### src/core/bise_regs.vh
`ifndef BISE_REGS_VH
`define BISE_REGS_VH
// What this block does
// - a far jump is two words: 1110 1111 with target bits 7:0, then 1111 with bits 19:8.
// - a far jump loads the 20-bit target into program counter bits 20:1 and leaves flags alone.
// - a far jump takes two cycles, low byte read in phase 2, high bits and pc write in phase 4, then a no-op cycle.
// - file increment (0010 10da) adds one to the file operand and updates all five flags.
// - destination bit 0 sends the result to the accumulator, 1 writes it back to the file register.
// - access bit 0 picks the access bank, 1 uses the bank selector for the upper address bits.
// - with access bit 0, extended set on and address up to 95, the address is an offset from the index.
// - literal minus accumulator (0000 1000) writes literal minus accumulator to the accumulator in one cycle with flags.
// - file minus accumulator (0101 11da) subtracts the accumulator from the file operand, to the chosen destination, with flags.

// ****************
// opcodes
// ****************
`define BISE_OP_JUMP1 8'hef
`define BISE_OP_JUMP2 4'hf
`define BISE_OP_INC 6'h0a
`define BISE_OP_SUBL 8'h08
`define BISE_OP_SUBF 6'h17

// ****************
// field positions
// ****************
`define BISE_D_BIT 9
`define BISE_A_BIT 8
`define BISE_IDX_MAX 8'h5f
`define BISE_ACC_SPLIT 8'h80
`define BISE_ACC_HI_BANK 4'hf

// ****************
// phases
// ****************
`define BISE_Q1 2'h0
`define BISE_Q2 2'h1
`define BISE_Q3 2'h2
`define BISE_Q4 2'h3
`endif

### src/core/bise_alu.v
`include "bise_regs.vh"
module bise_alu (
    a,
    b,
    sub,
    res,
    c,
    dc,
    n,
    ov,
    z
);
    input wire [7:0] a;
    input wire [7:0] b;
    input wire sub;
    output wire [7:0] res;
    output wire c;
    output wire dc;
    output wire n;
    output wire ov;
    output wire z;
    wire [7:0] bb;
    wire [8:0] sum;
    wire [4:0] low;
    // subtraction as a + ~b + 1, so carry set means no borrow
    // carry as not-borrow
    assign bb = sub ? ~b : b;
    assign sum = {1'b0, a} + {1'b0, bb} + {8'h00, sub};
    assign low = {1'b0, a[3:0]} + {1'b0, bb[3:0]} + {4'h0, sub};
    assign res = sum[7:0];
    assign c = sum[8];
    assign dc = low[4];
    assign n = sum[7];
    assign ov = (a[7] == bb[7]) && (sum[7] != a[7]);
    assign z = (sum[7:0] == 8'h00);
endmodule

### src/core/bise_core.v
`include "bise_regs.vh"
module bise_core (
    mclk,
    rstn,
    instr,
    ext_set_en,
    bank_selector,
    index_base,
    file_rdata,
    file_addr,
    file_wdata,
    file_we,
    acc,
    pc,
    flag_c,
    flag_half_byte_carry,
    flag_n,
    flag_signed_wrap_flag,
    flag_z,
    phase,
    skip_cycle
);
    input wire mclk;
    input wire rstn;
    input wire [15:0] instr;
    input wire ext_set_en;
    input wire [3:0] bank_selector;
    input wire [11:0] index_base;
    input wire [7:0] file_rdata;
    output reg [11:0] file_addr;
    output reg [7:0] file_wdata;
    output reg file_we;
    output reg [7:0] acc;
    output reg [20:0] pc;
    output reg flag_c;
    output reg flag_half_byte_carry;
    output reg flag_n;
    output reg flag_signed_wrap_flag;
    output reg flag_z;
    output reg [1:0] phase;
    output reg skip_cycle;

    // ****************
    // decode
    // ****************
    reg [15:0] ir;
    reg [7:0] low_k;
    reg [7:0] opnd;
    reg [7:0] res;
    reg [4:0] flg;
    reg is_inc;
    reg is_subl;
    reg is_subf;
    reg is_jump;
    wire [7:0] alu_a;
    wire [7:0] alu_b;
    wire alu_sub;
    wire [7:0] alu_res;
    wire a_c;
    wire a_dc;
    wire a_n;
    wire a_ov;
    wire a_z;
    reg [11:0] next_addr;

    // decoded strobes, the write-back choice and the jump target
    reg next_is_inc;
    reg next_is_subl;
    reg next_is_subf;
    reg next_is_jump;
    wire word2_ok;
    wire [20:0] next_pc;
    wire any_arith;
    wire dest_acc;

    always @* begin
        if (ir[`BISE_A_BIT]) begin
            next_addr = {bank_selector, ir[7:0]};
        end else if (ext_set_en && ir[7:0] <= `BISE_IDX_MAX) begin
            next_addr = index_base + {4'h0, ir[7:0]};
        end else if (ir[7:0] >= `BISE_ACC_SPLIT) begin
            next_addr = {`BISE_ACC_HI_BANK, ir[7:0]};
        end else begin
            next_addr = {4'h0, ir[7:0]};
        end
    end

    // ****************
    // opcode match
    // ****************
    // unknown opcodes decode to nothing and leave acc, flags and pc alone
    always @* begin
        next_is_inc = 1'b0;
        next_is_subl = 1'b0;
        next_is_subf = 1'b0;
        next_is_jump = 1'b0;
        if (!skip_cycle) begin
            next_is_inc = instr[15:10] == `BISE_OP_INC;
            next_is_subl = instr[15:8] == `BISE_OP_SUBL;
            next_is_subf = instr[15:10] == `BISE_OP_SUBF;
            next_is_jump = instr[15:8] == `BISE_OP_JUMP1;
        end
    end

    // ****************
    // operands and write-back
    // ****************
    // file data is taken at the q3 edge, one cycle after the address is set in q2,
    // so the file array behind file_rdata may be purely combinational
    assign alu_a = is_subl ? opnd : file_rdata;
    // increment reuses the adder with b fixed at one
    assign alu_b = is_inc ? 8'h01 : acc;
    assign alu_sub = !is_inc;
    assign any_arith = is_inc || is_subl || is_subf;
    assign dest_acc = is_subl || !ir[`BISE_D_BIT];

    // ****************
    // far jump target
    // ****************
    // second word prefix check
    assign word2_ok = is_jump && (instr[15:12] == `BISE_OP_JUMP2);
    assign next_pc = {instr[11:0], low_k, 1'b0};

    bise_alu u_alu (
        .a(alu_a),
        .b(alu_b),
        .sub(alu_sub),
        .res(alu_res),
        .c(a_c),
        .dc(a_dc),
        .n(a_n),
        .ov(a_ov),
        .z(a_z)
    );

    // ****************
    // four-phase sequencer
    // ****************
    // q1 decode, q2 read, q3 compute, q4 write
    always @(posedge mclk) begin
        if (!rstn) begin
            phase <= `BISE_Q1;
            ir <= 16'h0000;
            low_k <= 8'h00;
            opnd <= 8'h00;
            res <= 8'h00;
            flg <= 5'h00;
            is_inc <= 1'b0;
            is_subl <= 1'b0;
            is_subf <= 1'b0;
            is_jump <= 1'b0;
            skip_cycle <= 1'b0;
            file_addr <= 12'h000;
            file_wdata <= 8'h00;
            file_we <= 1'b0;
            acc <= 8'h00;
            pc <= 21'h000000;
            flag_c <= 1'b0;
            flag_half_byte_carry <= 1'b0;
            flag_n <= 1'b0;
            flag_signed_wrap_flag <= 1'b0;
            flag_z <= 1'b0;
        end else begin
            phase <= phase + 2'h1;
            file_we <= 1'b0;
            case (phase)
                `BISE_Q1: begin
                    ir <= instr;
                    is_inc <= next_is_inc;
                    is_subl <= next_is_subl;
                    is_subf <= next_is_subf;
                    is_jump <= next_is_jump;
                end
                `BISE_Q2: begin
                    if (is_jump) begin
                        low_k <= ir[7:0];
                    end
                    opnd <= ir[7:0];
                    file_addr <= next_addr;
                end
                `BISE_Q3: begin
                    // file operand sampled here
                    // the address went out at the q2 edge, so file_rdata has had a full
                    // cycle to settle; reading it one edge earlier would see the old address
                    res <= alu_res;
                    flg <= {a_c, a_dc, a_n, a_ov, a_z};
                end
                default: begin
                    // skip marks only the one cycle that follows a completed far jump
                    skip_cycle <= 1'b0;
                    if (word2_ok) begin
                        pc <= next_pc;
                        skip_cycle <= 1'b1;
                    end else if (any_arith) begin
                        flag_c <= flg[4];
                        flag_half_byte_carry <= flg[3];
                        flag_n <= flg[2];
                        flag_signed_wrap_flag <= flg[1];
                        flag_z <= flg[0];
                        if (dest_acc) begin
                            acc <= res;
                        end else begin
                            file_wdata <= res;
                            file_we <= 1'b1;
                        end
                    end
                end
            endcase
        end
    end
endmodule

### config.mk
export PLATFORM = sky130hd
export DESIGN_NAME = bise_core
export DESIGN_NICKNAME = d
export VERILOG_FILES = /design/src/core/bise_alu.v /design/src/core/bise_core.v
export VERILOG_INCLUDE_DIRS = /design/src /design/src/core
export SDC_FILE = /design/constraint.sdc
export NUM_CORES = 1
export LEC_CHECK = 0
export BUFFER_PORTS_ARGS = -buffer_cell sky130_fd_sc_hd__buf_4
export CAP_MARGIN = 20
export CORE_UTILIZATION = 58
export CTS_BUF_LIST = sky130_fd_sc_hd__clkbuf_2 sky130_fd_sc_hd__clkbuf_4 sky130_fd_sc_hd__clkbuf_8
export DETAILED_ROUTE_END_ITERATION = 8
export PLACE_DENSITY = 0.84
export SETUP_SLACK_MARGIN = 0.3
export SLEW_MARGIN = 25
export SYNTH_ARGS = -nofsm -noshare
export SYNTH_HDL_FRONTEND = slang
export SYNTH_SLANG_ARGS = --single-unit
### constraint.sdc
create_clock -name mclk -period 6.1 [get_ports mclk]
set_clock_uncertainty 0.05 [all_clocks]
set_input_delay 0.61 -clock mclk [delete_from_list [all_inputs] [get_ports mclk]]
set_output_delay 0.61 -clock mclk [all_outputs]
set_load 0.01 [all_outputs]
Word level (Yosys, flattened, before mapping)
Index checks and enable logic that the tools add are counted.
Word-level totals
  register bits after elaboration: 100
  input bits: 43
  logic and storage cells: 73
  output and inout port bits: 58
Operators by class
  $lt $le $gt $ge: 2
  bitwise gates (word level): 6
  equal/unequal tests: 9
  mux-type cells: 12
  reduce and logical (&&, ||, !) cells: 17
  add/subtract/negate cells: 6
Operators by type and width (number)
  $mux 12: 3
  $mux 8: 3
  $add 12x8->12: 1
  $add 8x8->9: 1
  $add 9x1->9: 1
  $eq 8x4->1 const B: 1
  $eq 8x8->1 const B: 1
  $ge 8x8->1 const B: 1
  $le 8x7->1 const B: 1
  $logic_not 8->1: 1
  $not 8->8: 1
  $reduce_and 4->1: 2
  $eq 6x4->1 const B: 1
  $eq 6x5->1 const B: 1
  $mux 1: 6
  $reduce_or 6->1: 1
  $add 4x4->5: 1
  $add 5x1->5: 1
  $not 1->1: 5
  $eq 4x4->1 const B: 1
  $reduce_and 2->1: 2
  $logic_and 1x1->1: 3
  $logic_or 1x1->1: 3
  $reduce_and 3->1: 1
  other kinds (8): 9

Depth between registers and ports, before layout
Gate-level depths: netlist of run 1.
  depth after elaboration: 7
  mapped depth: 10
  gate-level depth less buffers: 9

Modules after synthesis
From an unflattened synthesis of run 1, not the netlist that was laid out.
Second synthesis, totals
  cell total of the unflattened synthesis: 560
  area, all modules: 5009.8 um2
By module, submodules not included
  bise_core: area an instance 4526.8 um2, instances 1, seq. area each 2001.9 um2, cells each 499
  bise_alu: area an instance 483.0 um2, instances 1, seq. area each 0.0 um2, cells each 61

Worst setup path after synthesis of run 1
OpenSTA, ideal clock, no wires.
  kind: register -> register
  from: register is_subl
  to: register flg[0]
  arrival time: 2.572 ns
  stages on the path, launching flop included: 10
  data required time: 5.991 ns
  setup slack: 3.419 ns
  buffers on the path: 1
  setup time: 0.059 ns
  clock period less this slack: 2.681 ns
  cell sequence: dfxtp_1 > buf_2 > mux2i_1 > inv_1 > ha_1 > or4_4 > and2_4 > a311o_1 > nor4b_2 > a31o_1
Between the ends
  word-level cells in the longest chain between the ends: 4
Ends and longest elaborated chain
  start, declared: line bise_core.v:52  | reg is_subl;
  start signal, assigned: line bise_core.v:170  | is_subl <= next_is_subl;
  $mux 8: line bise_core.v:110  | assign alu_a = is_subl ? opnd : file_rdata;
  $add 8x8->9: line bise_alu.v:28  | assign sum = {1'b0, a} + {1'b0, bb} + {8'h00, sub};
  $add 9x1->9: line bise_alu.v:28
  $logic_not 8->1: line bise_alu.v:35  | assign z = (sum[7:0] == 8'h00);
  end signal, assigned: line bise_core.v:186  | flg <= {a_c, a_dc, a_n, a_ov, a_z};
  end, declared: line bise_core.v:50  | reg [4:0] flg;
No other way between the ends.
A chain may end at the register's enable or synchronous reset.

Worst setup path after layout of run 1
Same ends and word-level chain as after synthesis.

==> results.ini, run 1 <==
[sta]
layout_min_cycle_time_ns=2.98
setup_viol_count_final=0
relSlewSlack_pct=42.6
period_share_pct=48.9
timing.fmax_ghz=0.335
tightest_slew_ns=0.858
fin_hold_ws_ns=0.409
drv_slew=0
fin_tns_setup_ns=0
hold_viol=0
rsz0062_at_grt=false

[synth]
yosys.area.top_type=dfxtp_1
synth-seq-area-share_pct=42.6
ys_dominant_reg_cell=dfxtp_1
yosys-top-cells-area=dfxtp_1 43%, mux2i_1 10%, nor2_1 6.3%
avgSynthCellArea_um2=8.64
ys_types=59
async_flop_share_pct=0
synth_cells=539
ys_warn_count=0
ys_ff_latch=99
synth_nets=603
synth_edf_count=0
yosysTopAreaCellShare_pct=42.6
syn_area_mm2=0.00466

[place]
dp.final_hpwl_um=8120
port_buffers=99
place.gp.congestion=0.867
placed_area_mm2=0.00542

[global_route]
grt_pass1_wl_um=18400
track_usage_pct=27.8
overflow=0
antenna_found_initial=0
grt_max_degree=71
grt_pass1_vias=3834

[cts]
htreeDepth=3
cts_hold_buf=0
cts_tree=built
clockRootBuffer=clkbuf_8
cts.clk_slew.worst_paths_ns=0.11
postCtsSetupBuffers=0
clk_latency_ns=0.37
cts_sinks=99
cts_resized=0
cts_buffers=9
cts.path.max_buffers=2

[final_layout]
antenna_cells=0
final_cell_mix=102 x buf_4, 99 x dfxtp_1, 77 x nor2_1
mostFrequentLayoutCell=buf_4
fillCellCount=587
final_core_util_pct=72.7
area_delta_synth_final_pct=20.6
final_nets=686
multi_input_area_mm2=0.00249
drive_above_1_share_pct=20.9
fin_area_mm2=0.00562
seq_area_mm2=0.00198

[worst_hold_path]
hold_class=flop to flop
hold_path_depth=2

[die]
start_util_pct=60.2
rows=32
fp.dieH_um=91.6
pin_count=101
core_area_mm2=0.00773
chipWidth_um=91.6
dieArea_mm2=0.00839

[route]
wl_um=11200
post_drt_wl_per_cell_um=15.4
detail_route.first_pass.iterations=5
ant_nets=0
vias=4123
via_per_inst=5.66
drtIter0Drc=172
drc_errors=0

[power]
total_power_mw=1.31
p_per_area_mw_per_mm2=232
leakagePower_nw=2.38
vdd.ir_drop.worst_uv=212

[run]
cap_violations=0

[critical_path]
cp-end-kind=flop
cp.required_ns=6.36
crit_fanout=12
reg2reg_depth=8
worstSetupPathType=flop to flop
crit_path_start_kind=flop
arrival_ns=3.24

[status]
status=finished, final reports clean

final cells by class:
type                            instances  share of cell area, %
Timing Repair Buffer                  102                   13.6
Clock buffer                           10                   2.45
Multi-Input combinational cell        395                   44.4
Sequential cell                        99                   35.3
Clock inverter                          6                  0.936
Tap cell                              102                   2.27
Inverter                               15                   1.00
through the flow:
step	worst slack [ns]	instances
2_1_floorplan	3.42	539
3_3_place_gp	3.24	712
3_5_place_dp	3.19	713
4_1_cts	3.17	729
5_1_grt	2.96	729
6_report	3.12	729
cells in the mapped netlist (all sizes together), types with 3 or more instances:
master,count
dfxtp,99
nor2,78
nand2,68
a21oi,47
mux2i,47
clkbuf,25
ha,19
o21ai,18
inv,15
nand3,14
a211oi,8
mux2,6
nor3,6
o21a,6
xor2,6
buf,5
nor2b,5
xnor2,5
a31oi,4
nand2b,4
o211ai,4
a21o,3
a32oi,3
and2,3
and3,3
nand4,3
nor3b,3
where the power goes:
group          total, mW  switching, mW  internal, mW
combinational      0.202          0.110        0.0919
clock              0.413          0.245         0.168
sequential         0.691         0.0228         0.669
critical path: stages, from the launching register on:
cell and delay (ns):
dfxtp_1 0.67, mux2i_1 0.36, inv_1 0.08, ha_1 0.21, or4_4 0.55, and2_4 0.18
a311o_1 0.34, nor4b_2 0.32, a31o_1 0.18
flip-flops by register name, summed over array words and instances (netlist names), 2 cells and up:
name and flops:
pc 20, file_addr 12, ir 10, acc 8, file_wdata 8, low_k 8, opnd 8, res 7
flg 5, phase 2
routing by layer:
| metal | up-vias | track usage (%) | routed length [µm] |
|---|---|---|---|
| met5 | - | 0 | 0 |
| met4 | 0 | 10.6 | 166 |
| met3 | 15 | 4.02 | 478 |
| met2 | 109 | 47.0 | 5710 |
| met1 | 1959 | 35.8 | 4890 |
| li1 | 2040 | - | - |
cells by family after synthesis:
group,share of synthesized area [%]
mux,11.6
flops,42.6
simple gates,19.1
compound gates,14.6
other cells,0.0805
fa+ha+maj,5.97
xor+xnor,2.07
buf+inv,4.06
worst paths after layout:
kind	startpoint	end	slack [ns]
worst max-delay path	is_subl$_SDFFE_PN0P_	flg[0]$_SDFFE_PN0P_	3.12
worst min-delay path	pc[5]$_SDFFE_PN0P_	pc[5]$_SDFFE_PN0P_	0.41
worst max register to register	is_subl$_SDFFE_PN0P_	flg[0]$_SDFFE_PN0P_	3.12
worst min register to register	pc[5]$_SDFFE_PN0P_	pc[5]$_SDFFE_PN0P_	0.41
(Power assumes the default switching activity.)
==> run 2, diff against run 1 <==
- ABC_AREA: not set -> 1
- CORE_UTILIZATION: 58 -> 57
- PLACE_DENSITY: 0.84 -> 0.83
- clock period: 6.1 -> 2.9 ns (I/O delays scaled with it)
==> results.ini, run 2 <==
[global_route]
top_usage_layer=met2
grt_util_met3_pct=6.50
grt_pass1_vias=4431
grt.met1_usage_pct=33.7
track_usage_pct=29.6
grtUsageMet2_pct=53.4
antenna_found_initial=0
overflow=0
grt_max_degree=58
grt_pass1_wl_um=20200

[synth]
synth_nets=723
synthTopCellsByCount=132 x nand2_1, 99 x dfxtp_1, 99 x nor2_1
ys_dominant_reg_cell=dfxtp_1
synth_cells=659
yosysTopAreaCellShare_pct=41.9
yosys-top-cells-area=dfxtp_1 42%, nand2_1 10%, nor2_1 7.8%
async_flop_share_pct=0
avgSynthCellArea_um2=7.18
ys_types=38
ys_warn_count=0
synth_edf_count=0
ys_ff_latch=99
yosys.area.top_type=dfxtp_1
synth-seq-area-share_pct=41.9
syn_area_mm2=0.00473
synth_most_common_cell=nand2_1

[die]
chipWidth_um=93.1
pin_count=101
rows=32
dieArea_mm2=0.00868
fp.dieH_um=93.1
start_util_pct=60.0
core_area_mm2=0.00789

[final_layout]
regMostFlops=pc
multi_input_area_mm2=0.00242
final_cell_mix=132 x nand2_1, 102 x buf_4, 99 x nor2_1, 99 x dfxtp_1, 67 x a21oi_1
antenna_cells=0
largest_reg_flops=20
mostFrequentLayoutCell=nand2_1
area_delta_synth_final_pct=20.7
fin_area_mm2=0.00572
final_nets=810
top_regs=pc (20), file_addr (12), ir (10)
seq_area_mm2=0.00198
drive_above_1_share_pct=18.9
fillCellCount=655

[sta]
layout_min_cycle_time_ns=2.35
hold_viol=0
setup_viol_count_final=0
rsz0062_at_grt=false
timing.fmax_ghz=0.425
period_share_pct=81.2
relSlewSlack_pct=53.0
drv_slew=0
fin_tns_setup_ns=0
tightest_slew_ns=0.704

[worst_hold_path]
hold_class=input pin to flop
hp-start=instr[4]
hold_path_depth=3
hold_end=ir[4]$_SDFFE_PN0P_

[cts]
cts_hold_buf=0
postCtsSetupBuffers=0
clk_latency_ns=0.38
cts_buffers=9
htreeDepth=3
cts_tree=built
cts.clk_slew.worst_paths_ns=0.11
cts.path.max_buffers=2
cts_sinks=99
clockRootBuffer=clkbuf_8
cts_resized=0

[route]
ant_nets=0
post_drt_wl_per_cell_um=14.3
detail_route.first_pass.iterations=5
via_per_inst=5.39
vias=4600
wl_um=12200
drtIter0Drc=171
drc_errors=0

[critical_path]
r2r-end=flg[0]$_SDFFE_PN0P_
slowest_stage=dfxtp_1
critPathMaxStageDelay_ns=0.62
crit_fanout=10
worstSetupPathType=flop to flop
worstReg2RegStart=is_subl$_SDFFE_PN0P_
arrival_ns=2.63
crit_path_start_kind=flop
cpLargestDelayFamily=simple AND/OR/NAND/NOR gates
reg2reg_slack_ns=0.55
reg2reg_depth=12
crit_chain=inv_6 > or2_2 > o21ai_0 > inv_1 > ha_1 > nand2_1 > o21ai_4 > xnor2_1 > nand2_1 > nor2_1 > nand3_1 > nand2_1
cp.required_ns=3.17
cp-end-kind=flop
crit_path_frequent_cell=nand2_1
path_buf_inv=2

[power]
vdd.ir_drop.worst_uv=293
total_power_mw=2.83
leakagePower_nw=2.61
p_per_area_mw_per_mm2=496

[place]
port_buffers=99
placed_area_mm2=0.00551
dp.final_hpwl_um=9180
place.gp.congestion=0.916

[run]
cap_violations=0

[status]
status=finished, final reports clean

-- run 2: cell types whose count changed after synthesis, sizes merged, moves of 4 or more --
cell	before	now
nand2	68	140
mux2i	47	0
o21ai	18	63
inv	15	56
nand3	14	42
nor2	78	103
a21oi	47	67
clkbuf	25	19
mux2	6	0
o21a	6	0
nor2b	5	0
nand2b	4	0
-- run 2: layout make-up --
cell class | instances | share of cell area [%]
clock buffer | 9 | 2.17
clock inverter | 7 | 1.40
inverter | 56 | 3.77
multi-input combinational | 478 | 42.4
sequential | 99 | 34.7
tap | 102 | 2.23
timing repair buffer | 102 | 13.4
-- run 2: through the flow --
stage | setup slack (ns) | hold slack [ns] | utilization [%] | instances
after floorplan | 0.896 | 0.375 | - | 659
after global placement | 0.613 | 0.401 | 69.9 | 837
after detailed placement | 0.540 | 0.404 | 69.9 | 837
after CTS | 0.512 | 0.0924 | 72.5 | 853
after global routing | 0.323 | 0.100 | 72.5 | 853
final | 0.545 | 0.0985 | 72.5 | 853
-- run 2: worst max-delay path by stage --
| stage | startpoint | end | slack, ns | depth (start not counted) |
|---|---|---|---|---|
| 6_report | is_subl$_SDFFE_PN0P_ | flg[0]$_SDFFE_PN0P_ | 0.55 | 12 |
| 5_1_grt | is_subl$_SDFFE_PN0P_ | flg[0]$_SDFFE_PN0P_ | 0.32 | 12 |
| 4_1_cts | is_subl$_SDFFE_PN0P_ | flg[0]$_SDFFE_PN0P_ | 0.51 | 12 |
| 3_5_place_dp | is_subl$_SDFFE_PN0P_ | flg[0]$_SDFFE_PN0P_ | 0.54 | 12 |
| 3_3_place_gp | is_subl$_SDFFE_PN0P_ | flg[0]$_SDFFE_PN0P_ | 0.61 | 12 |
| 2_1_floorplan | is_subl$_SDFFE_PN0P_ | flg[0]$_SDFFE_PN0P_ | 0.90 | 13 |
-- run 2: worst register-to-register path: stages (launching register included) --
cell and delay [ns]:
dfxtp_1 0.62, inv_6 0.09, or2_2 0.28, o21ai_0 0.16, inv_1 0.08, ha_1 0.29, nand2_1 0.08, o21ai_4 0.20
xnor2_1 0.16, nand2_1 0.07, nor2_1 0.09, nand3_1 0.07, nand2_1 0.06
-- run 2: logic make-up after synthesis --
family	after synthesis	share of synthesized area, %
AND/OR/NAND/NOR	304	27.3
AO/OA/AOI/OAI	143	16.0
flip-flops	99	41.9
buffers and inverters	82	7.00
adder cells (fa/ha/maj)	21	5.87
XOR/XNOR	9	1.82
other	1	0.0792
-- run 2: metal layers --
layer	up-vias	wire [µm]
met5	-	0
met4	0	331
met3	26	660
met2	130	6230
met1	2119	4970
li1	2325	-
-- run 2: power by group --
| part | switching [mW] | internal, mW | total, mW | leakage, nW |
|---|---|---|---|---|
| Combinational | 0.288 | 0.187 | 0.475 | 1.71 |
| Sequential | 0.0480 | 1.42 | 1.46 | 0.805 |
| Clock | 0.554 | 0.343 | 0.896 | 0.0994 |
